**src/hw/urls_defs.svh**
```systemverilog
`ifndef URLS_DEFS_SVH
`define URLS_DEFS_SVH

// register byte addresses
`define URLS_LSR_ADDR 32'he000c014
`define URLS_FCR_ADDR 32'he000c008
`define URLS_IIR_ADDR 32'he000c008
`define URLS_IST_ADDR 32'he000c040
`define URLS_IMSK_ADDR 32'he000c044

// line status field positions
`define URLS_LSR_READY_BIT 0
`define URLS_LSR_OE_BIT 1
`define URLS_LSR_PAR_BIT 2

// fifo control field positions
`define URLS_FCR_EN_BIT 0
`define URLS_FCR_RXRST_BIT 1
`define URLS_FCR_TXRST_BIT 2
`define URLS_FCR_TRIG_LO 6
`define URLS_FCR_TRIG_HI 7

// interrupt status / mask field positions
`define URLS_INT_OE_BIT 0
`define URLS_INT_PAR_BIT 1
`define URLS_INT_WIDTH 2

// reset values
`define URLS_LSR_RESET 8'h00
`define URLS_FCR_EN_RESET 1'h0
`define URLS_FCR_TRIG_RESET 2'h0
`define URLS_IMSK_RESET 2'h0

// interrupt identification codes
`define URLS_IIR_NONE 4'h1
`define URLS_IIR_LINE 4'h6
`define URLS_IIR_DATA 4'h4

`endif

```
**src/hw/urls_pkg.sv**
```systemverilog
package urls_pkg;

  // error flags; parity error is kept for the character at the head of the queue, overrun for the queue
  typedef struct packed {
    logic parity_error;
    logic overrun;
  } urls_err_type;

  // line status register as software sees it
  typedef struct packed {
    logic [4:0] unused;
    logic parity_error;
    logic overrun;
    logic rx_data_ready;
  } urls_lsr_type;

  // fifo control settings held by the block
  typedef struct packed {
    logic [1:0] rx_trigger;
    logic enable;
  } urls_fcr_type;

endpackage

```
**src/hw/urls_sticky.sv**
```systemverilog
`timescale 1ns/100ps

module urls_sticky #(
  parameter int WIDTH = 2
) (
  input wire logic ref_clk_i,
  input wire logic nrst_i,
  input wire logic [WIDTH-1:0] set_i,
  input wire logic [WIDTH-1:0] clr_i,
  output logic [WIDTH-1:0] q_o
);

  logic [WIDTH-1:0] next_q;

  // set wins so an event in the clearing cycle survives
  always_comb
  begin
    next_q = (q_o & ~clr_i) | set_i;
  end

  always_ff @(posedge ref_clk_i or negedge nrst_i)
  begin
    if (!nrst_i)
    begin
      q_o <= '0;
    end
    else
    begin
      q_o <= next_q;
    end
  end

endmodule

```
**src/hw/urls_iir_encode.sv**
```systemverilog
`timescale 1ns/100ps
`include "urls_defs.svh"

module urls_iir_encode (
  input wire logic line_err_i,
  input wire logic data_avail_i,
  output logic [3:0] code_o
);

  // line errors outrank received data
  always_comb
  begin
    if (line_err_i)
    begin
      code_o = `URLS_IIR_LINE;
    end
    else if (data_avail_i)
    begin
      code_o = `URLS_IIR_DATA;
    end
    else
    begin
      code_o = `URLS_IIR_NONE;
    end
  end

endmodule

```
**src/hw/urls_line_status.sv**
```systemverilog
// Our own choice: strobed register access.
`timescale 1ns/100ps
`include "urls_defs.svh"

// Summary of operation
// - data ready bit 0 follows a non-empty receive fifo, clears when it empties.
// - overrun bit 1 sets when a character completes into a full fifo.
// - on overrun the fifo keeps its contents and the new character is dropped.
// - reading the line status register clears the overrun bit.
// - parity error bit 2 sets when a received parity bit is wrong.
// - reading the line status register clears the parity error bit.
// - parity error is reported for the character at the head of the fifo.
// - when the parity error shows depends on the fifo enable bit.
// - line status register is read only; its flags read 0 after reset.
// - overrun or parity error raises top priority line interrupt, code 0110.
// - fifo enable bit is an active high enable for both fifos.
module urls_line_status (
  input wire logic ref_clk_i,
  input wire logic nrst_i,
  input wire logic [31:0] addr_i,
  input wire logic [31:0] wdata_i,
  input wire logic wr_i,
  input wire logic rd_i,
  output logic [31:0] rdata_o,
  input wire logic rx_char_done_i,
  input wire logic rx_parity_bad_i,
  input wire logic fifo_empty_i,
  input wire logic fifo_full_i,
  input wire logic head_load_i,
  input wire logic head_parity_bad_i,
  output logic fifo_push_o,
  output logic rx_fifo_clear_o,
  output logic tx_fifo_clear_o,
  output logic fifo_enable_o,
  output logic [1:0] rx_trigger_o,
  output logic irq_o
);

  urls_pkg::urls_err_type err_q;
  urls_pkg::urls_err_type err_set;
  urls_pkg::urls_err_type err_clr;
  urls_pkg::urls_lsr_type lsr_view;
  urls_pkg::urls_fcr_type fcr_q;
  urls_pkg::urls_fcr_type next_fcr;
  logic [`URLS_INT_WIDTH-1:0] ist_q;
  logic [`URLS_INT_WIDTH-1:0] ist_set;
  logic [`URLS_INT_WIDTH-1:0] ist_clr;
  logic [`URLS_INT_WIDTH-1:0] mask_q;
  logic [`URLS_INT_WIDTH-1:0] next_mask;
  logic [31:0] next_rdata;
  logic next_rx_clear;
  logic next_tx_clear;
  logic rx_clear_q;
  logic tx_clear_q;
  logic lsr_rd;
  logic fcr_wr;
  logic ist_wr;
  logic imsk_wr;
  logic oe_event;
  logic par_event;
  logic [3:0] iir_code;

  // address decode; the control word shares its address with the id read
  always_comb
  begin
    lsr_rd = rd_i && (addr_i == `URLS_LSR_ADDR);
    fcr_wr = wr_i && (addr_i == `URLS_FCR_ADDR);
    ist_wr = wr_i && (addr_i == `URLS_IST_ADDR);
    imsk_wr = wr_i && (addr_i == `URLS_IMSK_ADDR);
  end

  // character completion and overrun
  always_comb
  begin
    oe_event = rx_char_done_i && fifo_full_i;
    fifo_push_o = rx_char_done_i && !fifo_full_i;
  end

  // with the fifo on, a bad character waits until it reaches the head;
  // with it off, the single holding slot is the head at once
  always_comb
  begin
    if (fcr_q.enable)
    begin
      par_event = head_load_i && head_parity_bad_i;
    end
    else
    begin
      par_event = rx_char_done_i && rx_parity_bad_i && !fifo_full_i;
    end
  end

  // error flags; only a status read clears them, a write has no effect
  always_comb
  begin
    err_set.overrun = oe_event;
    err_set.parity_error = par_event;
    err_clr.overrun = lsr_rd;
    err_clr.parity_error = lsr_rd;
  end

  // the read returns the flags as they stand, so clearing them
  // in the same cycle removes exactly what software saw
  urls_sticky #(
    .WIDTH(2)
  ) u_err_flags (
    .ref_clk_i(ref_clk_i),
    .nrst_i(nrst_i),
    .set_i(err_set),
    .clr_i(err_clr),
    .q_o(err_q)
  );

  // interrupt status, write one to clear
  always_comb
  begin
    ist_set = '0;
    ist_set[`URLS_INT_OE_BIT] = oe_event;
    ist_set[`URLS_INT_PAR_BIT] = par_event;
    ist_clr = ist_wr ? wdata_i[`URLS_INT_WIDTH-1:0] : '0;
  end

  urls_sticky #(
    .WIDTH(`URLS_INT_WIDTH)
  ) u_int_status (
    .ref_clk_i(ref_clk_i),
    .nrst_i(nrst_i),
    .set_i(ist_set),
    .clr_i(ist_clr),
    .q_o(ist_q)
  );

  urls_iir_encode u_iir (
    .line_err_i(err_q.overrun || err_q.parity_error),
    .data_avail_i(!fifo_empty_i),
    .code_o(iir_code)
  );

  // line status view; upper bits are not kept by this block
  always_comb
  begin
    lsr_view.unused = 5'h00;
    lsr_view.parity_error = err_q.parity_error;
    lsr_view.overrun = err_q.overrun;
    lsr_view.rx_data_ready = !fifo_empty_i;
  end

  // control registers and fifo clear pulses
  always_comb
  begin
    next_fcr = fcr_q;
    next_mask = mask_q;
    next_rx_clear = 1'b0;
    next_tx_clear = 1'b0;
    if (fcr_wr)
    begin
      next_fcr.enable = wdata_i[`URLS_FCR_EN_BIT];
      // any change of the enable empties both fifos
      if (wdata_i[`URLS_FCR_EN_BIT] != fcr_q.enable)
      begin
        next_rx_clear = 1'b1;
        next_tx_clear = 1'b1;
      end
      // the other fields only take when the same write sets the enable bit
      if (wdata_i[`URLS_FCR_EN_BIT])
      begin
        next_fcr.rx_trigger = wdata_i[`URLS_FCR_TRIG_HI:`URLS_FCR_TRIG_LO];
        if (wdata_i[`URLS_FCR_RXRST_BIT])
        begin
          next_rx_clear = 1'b1;
        end
        if (wdata_i[`URLS_FCR_TXRST_BIT])
        begin
          next_tx_clear = 1'b1;
        end
      end
    end
    if (imsk_wr)
    begin
      next_mask = wdata_i[`URLS_INT_WIDTH-1:0];
    end
  end

  always_ff @(posedge ref_clk_i or negedge nrst_i)
  begin
    if (!nrst_i)
    begin
      fcr_q.enable <= `URLS_FCR_EN_RESET;
      fcr_q.rx_trigger <= `URLS_FCR_TRIG_RESET;
      mask_q <= `URLS_IMSK_RESET;
      rx_clear_q <= 1'b0;
      tx_clear_q <= 1'b0;
    end
    else
    begin
      fcr_q <= next_fcr;
      mask_q <= next_mask;
      rx_clear_q <= next_rx_clear;
      tx_clear_q <= next_tx_clear;
    end
  end

  // read data only in the cycle after the strobe, zero otherwise
  always_comb
  begin
    next_rdata = 32'h00000000;
    if (rd_i)
    begin
      unique case (addr_i)
        `URLS_LSR_ADDR:
        begin
          next_rdata[7:0] = lsr_view;
        end
        `URLS_IIR_ADDR:
        begin
          next_rdata[3:0] = iir_code;
        end
        `URLS_IST_ADDR:
        begin
          next_rdata[`URLS_INT_WIDTH-1:0] = ist_q;
        end
        `URLS_IMSK_ADDR:
        begin
          next_rdata[`URLS_INT_WIDTH-1:0] = mask_q;
        end
        default:
        begin
          next_rdata = 32'h00000000;
        end
      endcase
    end
  end

  always_ff @(posedge ref_clk_i or negedge nrst_i)
  begin
    if (!nrst_i)
    begin
      rdata_o <= 32'h00000000;
    end
    else
    begin
      rdata_o <= next_rdata;
    end
  end

  assign rx_fifo_clear_o = rx_clear_q;
  assign tx_fifo_clear_o = tx_clear_q;
  assign fifo_enable_o = fcr_q.enable;
  assign rx_trigger_o = fcr_q.rx_trigger;
  assign irq_o = |(ist_q & mask_q);
endmodule

```
**config.mk**
```make
export PLATFORM = sky130hd
export DESIGN_NAME = urls_line_status
export DESIGN_NICKNAME = d
export VERILOG_FILES = /design/src/hw/urls_pkg.sv /design/src/hw/urls_sticky.sv /design/src/hw/urls_iir_encode.sv /design/src/hw/urls_line_status.sv
export VERILOG_INCLUDE_DIRS = /design/src /design/src/hw
export SDC_FILE = /design/constraint.sdc
export NUM_CORES = 1
export LEC_CHECK = 0
export ABC_CLOCK_PERIOD_IN_PS = 3700
export BUFFER_PORTS_ARGS = -buffer_cell sky130_fd_sc_hd__buf_4
export CORE_MARGIN = 1.5
export CORE_UTILIZATION = 39
export CTS_CLUSTER_DIAMETER = 50
export DETAILED_ROUTE_END_ITERATION = 10
export PLACE_DENSITY = 0.95
export RECOVER_POWER = 50
export SYNTH_ARGS = -nofsm -noshare
export SYNTH_HDL_FRONTEND = slang
export SYNTH_HIERARCHICAL = 1
export SYNTH_SLANG_ARGS = --single-unit
```
**constraint.sdc**
```tcl
create_clock -name ref_clk_i -period 3.7 [get_ports ref_clk_i]
set_clock_uncertainty 0.1 [all_clocks]
set_input_delay 0.555 -clock ref_clk_i [delete_from_list [all_inputs] [get_ports ref_clk_i]]
set_output_delay 0.555 -clock ref_clk_i [all_outputs]
set_load 0.01 [all_outputs]
```
## Word level (Yosys, flattened, before mapping)

Cells that the tools add are included.

| cells by class | value |
|---|---|
| equality and inequality tests | 5 |
| multiplexer cells | 14 |
| bitwise operators | 7 |
| reduce and logical (&&, ||, !) cells | 14 |

Operator list:

| operator | number |
|---|---|
| $eq A32 B32 Y1 const B | 4 |
| $logic_and A1 B1 Y1 | 9 |
| $mux W1 | 8 |
| $mux W4 | 2 |
| $pmux W2 S4 | 1 |
| $and A2 B2 Y2 | 3 |
| $not A2 Y2 | 2 |
| $or A2 B2 Y2 | 2 |
| $pmux W2 S2 | 1 |
| $mux W3 | 1 |
| $logic_not A1 Y1 | 2 |
| $mux W2 | 1 |
| $reduce_and A2 Y1 | 1 |
| $reduce_or A2 Y1 | 1 |
| $logic_or A1 B1 Y1 | 1 |
| $ne A1 B1 Y1 | 1 |

| storage, ports and cells | value |
|---|---|
| register bits after elaboration | 15 |
| input port bits | 74 |
| output and inout bits | 39 |

## Logic depth before layout (Yosys ltp)

Gate-level depths: netlist of run 1.

| logic depth | value |
|---|---|
| depth after elaboration | 6 |
| gate-level depth with buffers | 6 |

## Hierarchy

The synthesis of run 1 kept the hierarchy.

Modules (own cells, without submodules):

| module | instances | cells each | area an instance (µm²) | sequential area each (µm²) |
|---|---|---|---|---|
| urls_line_status | 1 | 110 | 989.7 | 275.3 |
| urls_sticky | 2 | 6 | 72.6 | 50.0 |
| urls_iir_encode | 1 | 5 | 28.8 | 0.0 |

## Worst setup path after synthesis of run 1

Ideal clock, no wire load.

| timing path | value |
|---|---|
| path type | input port to flip-flop |
| start point | in addr_i[13] |
| end point | reg u_err_flags.q_o[0] |
| setup time | 0.118 ns |
| data arrival time | 2.060 ns |
| data required time | 3.482 ns |
| setup slack | 1.422 ns |
| stages on the path | 6 |
| buffers on the path | 0 |
| cells stage by stage | or4_4 -> nor4_4 -> nand4_4 -> nor4_1 -> inv_1 -> a21o_1 |

| on the way | value |
|---|---|
| longest elaborated chain between the ends | 5 |

Ends and longest elaborated chain:

| element | RTL line | source |
|---|---|---|
| start: declaration | urls_line_status.sv:20 | `input wire logic [31:0] addr_i,` |
| $eq A32 B32 Y1 | - |  |
| $logic_and A1 B1 Y1 | urls_line_status.sv:66 | `` lsr_rd = rd_i && (addr_i == `URLS_LSR_ADDR); `` |
| via lsr_rd | urls_line_status.sv:55 | `logic lsr_rd;` |
| $not A2 Y2 | urls_sticky.sv:18 | `next_q = (q_o & ~clr_i) \| set_i;` |
| $and A2 B2 Y2 | urls_sticky.sv:18 |  |
| $or A2 B2 Y2 | urls_sticky.sv:18 |  |
| via u_err_flags.next_q[0] | urls_sticky.sv:13 | `logic [WIDTH-1:0] next_q;` |
| end signal: assignment | urls_sticky.sv:29 | `q_o <= next_q;` |
| end: declaration | urls_sticky.sv:10 | `output logic [WIDTH-1:0] q_o` |

The timed path passes the listed nets, and every way through them passes these cells.
A chain may end at the register's enable or synchronous reset.

## Worst setup path after layout of run 1

Same ends and word-level chain as after synthesis.

==> results of run 1 <==
-- path summary, 6_finish.rpt --
path	startpoint	cells after the start	endpoint	slack [ns]
worst max-delay path	addr_i[13]	7	u_err_flags/q_o[0]	1.43
worst min-delay path	wdata_i[6]	2	rx_trigger_o[0]	0.38
worst max register to register	u_err_flags/q_o[1]	4	rdata_o[2]	2.29
worst min register to register	rx_trigger_o[0]	1	rx_trigger_o[0]	0.39
max in group asynchronous	nrst_i	2	u_int_status/q_o[1]	2.27
min in group asynchronous	nrst_i	2	rdata_o[2]	0.75
-- stage by stage --
stage | area [µm²] | std cells | util [%] | power, µW
finish | 1520 | 216 | 54.1 | 340
global route | 1520 | 216 | 54.1 | 358
CTS | 1540 | 216 | 54.9 | 342
detailed placement | 1500 | 211 | 53.6 | 248
global placement | 1500 | 211 | 53.6 | 246
floorplan | 1260 | 154 | - | 219
-- flip-flops by register name, indices dropped and copies added, names as in the netlist --
| name | flops |
|---|---|
| rx_fifo_clear_o | 1 |
| rdata_o | 4 |
| mask_q | 2 |
| tx_fifo_clear_o | 1 |
| rx_trigger_o | 2 |
| u_int_status/q_o | 2 |
| u_err_flags/q_o | 2 |
| fifo_enable_o | 1 |
-- cells in the mapped netlist (2+ instances only) --
master and count:
a21o_1 4, a222oi_1 2, buf_4 30, conb_1 2
dfrtp_1 15, inv_1 7, mux2_1 7, nand2_1 9
nand4_1 2, nor2_1 6, nor3_1 5, nor4_1 14
or2_1 2, or4_1 2
-- kinds of logic after synthesis --
group	Yosys count	share of synthesized area (%)
and+or+nand+nor	55	31.8
buffers and inverters	38	21.9
DFF	15	32.3
AOI/OAI and AO/OA	10	6.56
muxes	7	6.77
other	2	0.645
-- metal layers --
layer  global-route usage, %  vias up  share of wire (%)
met5                       0        -                  0
met3                    3.13        9                5.8
met1                    15.4      494                 36
met2                    31.2       47                 55
met4                    10.3        0                3.1
li1                        -      516                  -
-- power groups by stage --
stage / Clock (µW) / Sequential (µW) / Combinational, µW
4_1_cts: 96.3 / 164 / 81.6
5_1_grt: 105 / 164 / 89.1
2_1_floorplan: 0 / 167 / 52.2
3_5_place_dp: 0 / 167 / 80.7
6_report: 94.8 / 164 / 81.6
3_3_place_gp: 0 / 167 / 78.6
-- layout make-up --
cell class	count	area, µm²
Fill cell	258	1290
Multi-Input combinational cell	101	634
Timing Repair Buffer	58	415
Sequential cell	15	375
Tap cell	31	38.8
Clock buffer	4	26.3
Inverter	7	26.3
-- what timing repair did --
| item | CTS | global route |
|---|---|---|
| setup endpoints to repair | 0 | 0 |
| gates resized for setup | 0 | 0 |
| hold buffers | 1 | 0 |
| setup buffers | 0 | 0 |
| endpoints found under the hold margin | 7 | 0 |
-- worst reg2reg max path, cell delays in order, from the launching register on --
cell     delay (ns)
dfrtp_1        0.40
or2_2          0.32
or2_1          0.23
a22oi_1        0.18
nor3_1         0.07
==> results by group, run 1 <==
Synthesis
  • Synth Flop Type: dfrtp_1
  • Yosys top cell area share: 32.3%
  • Synth Cell Area: 1160 µm²
  • Synth area leader: dfrtp_1
  • Synthesized instance count: approximately 130
  • EDFF count, synth: 0
  • Yosys cell types: 34
  • Seq/Total Area, Yosys: between 30% and 40%
  • Synth area leaders: dfrtp_1 (32%), buf_4 (19%), nor4_1 (7.5%)
  • Syn avg cell area: 9.16 µm²
  • Post-synthesis async set-or-reset flop share: 100%
  • Number of synthesized register bits: 15
  • Synth Warn #: 6

Die
  • Die Area: 3320 µm²
  • Core area: around 2800 µm²
  • I/O pins: 113
  • Die Width: 57.6 µm
  • Initial Util: 41.5%
  • FP Rows: 19
  • Die Height: between 50 and 60 µm

CTS
  • H-Tree Level Count: 1
  • CTS Sinks: 15
  • Clock tree from TritonCTS: yes
  • CTS Buf Count: 3
  • Clock Latency Late Sink: between 0.2 and 0.3 ns
  • CTS max path bufs: 2
  • CTS Root Cell: clkbuf_4
  • CTS clk-pin slew, worst paths: around 0.09 ns

Drt
  • DRT iter0 DRCs: 30
  • Vias per cell: 4.94
  • Vias: approximately 1100
  • Routed Antenna Nets: 0
  • First-pass iteration count of the detailed router: 8
  • DRC Markers: 8
  • DR WL/cell: 11.8 µm
  • Aggregate routed wire length: 2550 µm

Global routing
  • Total track usage: 16.2%
  • Total grt overflow: 0
  • Vias in the first global route: 1058
  • First-pass GRT wire length: 4210 µm
  • Initial antenna violation count: 0
  • Largest net degree at the start of global routing: 16

Placement
  • Port bufs: 57
  • Global placement routability congestion: between 0.7 and 0.8
  • Final HPWL DP: 2100 µm
  • Place WS: 1.15 ns

Pwr
  • Clock power frac: 27.9%
  • Power share of the combinational group: about a quarter
  • PwrDens: 224 nW/µm²
  • Share of power burned in registers: 48.2%
  • Sw Ratio: 27.6%
  • Internal power: ~250 µW
  • VDD IR max: approximately 0.000095 V
  • Psw: about 94 µW
  • P_leak: 0.000712 µW

Worst setup path
  • Slowest stage delay, CP: 0.54 ns
  • Critical path class: in -> reg
  • Critical path arrival: 2.36 ns
  • Crit path cell chain: buf_4, or4_4, nor4_4, nand4_4, nor4_1, inv_1, a21o_1
  • Crit-path leading delay family: simple AND/OR/NAND/NOR gates
  • CP Buf/Inv Count: 2
  • CP Launch Type: input pin
  • CP Data Required Time: 3.79 ns
  • Slowest cell on crit path: or4_4
  • CP endpoint kind: flop
  • CP max FO: 9

STA
  • Final slew viol count: 0
  • Min Clock Period, post-route: 2.27 ns
  • Setup tns final: 0 ns
  • Max-slew headroom: 49.3%
  • Final setup margin: 1.43 ns
  • Tcrit/Tclk final: 61.4%
  • Final hold violations: 0
  • Final setup fails: 0
  • Slew of the pin with the lowest slew margin: 0.760 ns
  • RSZ-0062 raised after global routing: no
  • Hold slack: around 0.38 ns
  • Max Fclk: between 400 and 500 MHz

Finish
  • Synthesis-to-finish area growth: 30.3%
  • Nets: 260
  • Share of layout cells above drive strength 1: 32.4%
  • Most frequent cells in the layout: buf_4 (51), conb_1 (29), dfrtp_1 (15)
  • Ant. Diodes: 0
  • Most common cell after layout, fill and taps aside: buf_4

Status
  • Failing checks: DRC
  • Status: complete, but fails checks

Min path
  • Hold Path Class: in -> reg

Job
  • Maxcap violations: 0
(Power assumes the default switching activity.)
==> run 2, diff against run 1 <==
--- a/config.mk
+++ b/config.mk
@@ -6,13 +6,13 @@
 export SDC_FILE = /design/constraint.sdc
 export NUM_CORES = 1
 export LEC_CHECK = 0
-export ABC_CLOCK_PERIOD_IN_PS = 3700
+export ABC_CLOCK_PERIOD_IN_PS = 1900
 export BUFFER_PORTS_ARGS = -buffer_cell sky130_fd_sc_hd__buf_4
 export CORE_MARGIN = 1.5
-export CORE_UTILIZATION = 39
+export CORE_UTILIZATION = 33
 export CTS_CLUSTER_DIAMETER = 50
 export DETAILED_ROUTE_END_ITERATION = 10
-export PLACE_DENSITY = 0.95
+export PLACE_DENSITY = 0.86
 export RECOVER_POWER = 50
 export SYNTH_ARGS = -nofsm -noshare
 export SYNTH_HDL_FRONTEND = slang
==> constraint.sdc (replaced) <==
create_clock -name ref_clk_i -period 1.9 [get_ports ref_clk_i]
set_clock_uncertainty 0.1 [all_clocks]
set_input_delay 0.285 -clock ref_clk_i [delete_from_list [all_inputs] [get_ports ref_clk_i]]
set_output_delay 0.285 -clock ref_clk_i [all_outputs]
set_load 0.01 [all_outputs]
==> results by group, run 2 (synthesis gave the netlist of run 1 again) <==
Placement
  • Placed cell area: 1570 µm²
  • Place WS: -0.252 ns
  • Final HPWL DP: 2090 µm
  • Placed Cells: about 230
  • Port bufs: 57
  • Global placement routability congestion: 0.788

Die
  • Die Area: between 3000 and 4000 µm²
  • Core area: ~3400 µm²
  • Die Width: around 62 µm
  • Initial Util: 34.6%
  • Die Height: ~62 µm
  • FP Rows: 21
  • I/O pins: 113

Drt
  • First-pass iteration count of the detailed router: 4
  • Vias per cell: around 4.5
  • Aggregate routed wire length: 2450 µm
  • DR WL/cell: 10.4 µm
  • Routed Antenna Nets: 0
  • DRC Markers: 0
  • DRT iter0 DRCs: 31
  • Vias: between 1000 and 1500

STA
  • Min Clock Period, post-route: 1.84 ns
  • Tcrit/Tclk final: 96.7%
  • Final hold violations: 0
  • Final setup fails: 0
  • Final slew viol count: 0
  • Final setup margin: 0.0618 ns
  • Hold slack: 0.111 ns
  • Slew of the pin with the lowest slew margin: 0.772 ns
  • Max-slew headroom: between 40 and 50%
  • Max Fclk: 544 MHz
  • Setup tns final: 0 ns

Finish
  • Ant. Diodes: 0
  • Synthesis-to-finish area growth: 36.6%
  • Fin cells: 236
  • Share of layout cells above drive strength 1: 35.3%
  • Nets: about 270
  • Fillers: 342
  • Max reg flops: 4
  • FF/Latch Area: 375 µm²
  • Most common cell after layout, fill and taps aside: buf_4
  • Finished Cell Area: 1590 µm²
  • Most frequent cells in the layout: buf_4 (56), conb_1 (29), dfrtp_1 (15)
  • Area of the multi-input gates: 649 µm²
  • Largest register by flop count: rdata_o

Worst setup path
  • CP max FO: 6
  • Critical path arrival: 1.92 ns
  • Critical path class: in -> reg
  • CP Data Required Time: 1.98 ns
  • CP Launch Type: input pin
  • CP endpoint kind: flop

Global routing
  • Total track usage: 13.3%
  • Largest net degree at the start of global routing: 16
  • First-pass GRT wire length: 4150 µm
  • Vias in the first global route: 991
  • Initial antenna violation count: 0
  • Total grt overflow: 0

Min path
  • Hold Path Class: in -> reg

Pwr
  • VDD IR max: 0.000159 V
  • P_leak: 0.000744 µW
  • PwrDens: 418 nW/µm²

CTS
  • CTS Root Cell: clkbuf_4
  • CTS max path bufs: 2
  • H-Tree Level Count: 1
  • Clock Latency Late Sink: 0.28 ns
  • Clock tree from TritonCTS: yes
  • CTS Sinks: 15
  • CTS clk-pin slew, worst paths: 0.09 ns
  • CTS Buf Count: 3

Status
  • Status: complete, no violations

Job
  • Maxcap violations: 0
[run 2: changes by cell type in the layout (fill, tap and decap cells not counted), sizes merged]
cell,previous run,this run
buf,51,56
clkbuf,10,9
clkinv,0,1
[run 2: path summary, 6_finish.rpt]
path	end	start	slack (ns)	depth (start not counted)
max	u_err_flags/q_o[1]	addr_i[13]	0.06	7
min	rx_trigger_o[0]	wdata_i[6]	0.11	2
max reg2reg	rdata_o[2]	u_err_flags/q_o[1]	0.46	4
min reg2reg	rx_trigger_o[1]	rx_trigger_o[1]	0.40	1
max in group asynchronous	u_err_flags/q_o[1]	nrst_i	0.74	2
min in group asynchronous	rdata_o[2]	nrst_i	0.48	2
[run 2: per-layer routing]
metal | up-vias | share of wire (%) | track usage, %
met3 | 4 | 8.8 | 3.78
li1 | 525 | - | -
met1 | 477 | 40 | 15.1
met5 | - | 0 | 0
met4 | 0 | 1.3 | 4.17
met2 | 60 | 49 | 24.0
[run 2: per-stage QoR]
stage / utilization, % / total power [µW]
2_1_floorplan: - / 428
3_3_place_gp: 46.5 / 485
3_5_place_dp: 46.5 / 487
4_1_cts: 47.7 / 670
5_1_grt: 47.2 / 712
6_report: 47.2 / 664
[run 2: final cells by class]
| type | instances | share of cell area [%] |
|---|---|---|
| clock buffer | 3 | 1.42 |
| clock inverter | 1 | 0.315 |
| inverter | 7 | 1.65 |
| tap | 46 | 3.62 |
| sequential | 15 | 23.6 |
| timing repair buffer | 63 | 28.5 |
| multi-input combinational | 101 | 40.9 |
[run 2: worst max-delay path, cell delays in order]
cell and delay (ns):
buf_4 0.11, or4_4 0.54, nor4_4 0.28, nand4_4 0.19, nor4_4 0.28, inv_1 0.06, a21o_1 0.17
[run 2: what timing repair did]
action	4_1_cts	5_1_grt
setup buffers	0	0
setup endpoints to repair	0	2
hold buffers	1	0
gates resized for setup	0	1
hold endpoints to repair	15	0
[run 2: power breakdown]
part | leakage (µW) | switching [µW] | internal [µW]
registers | 0.000189 | 0.0793 | 319
clock network | 0.0000177 | 103 | 78.2
logic | 0.000537 | 81.9 | 81.3
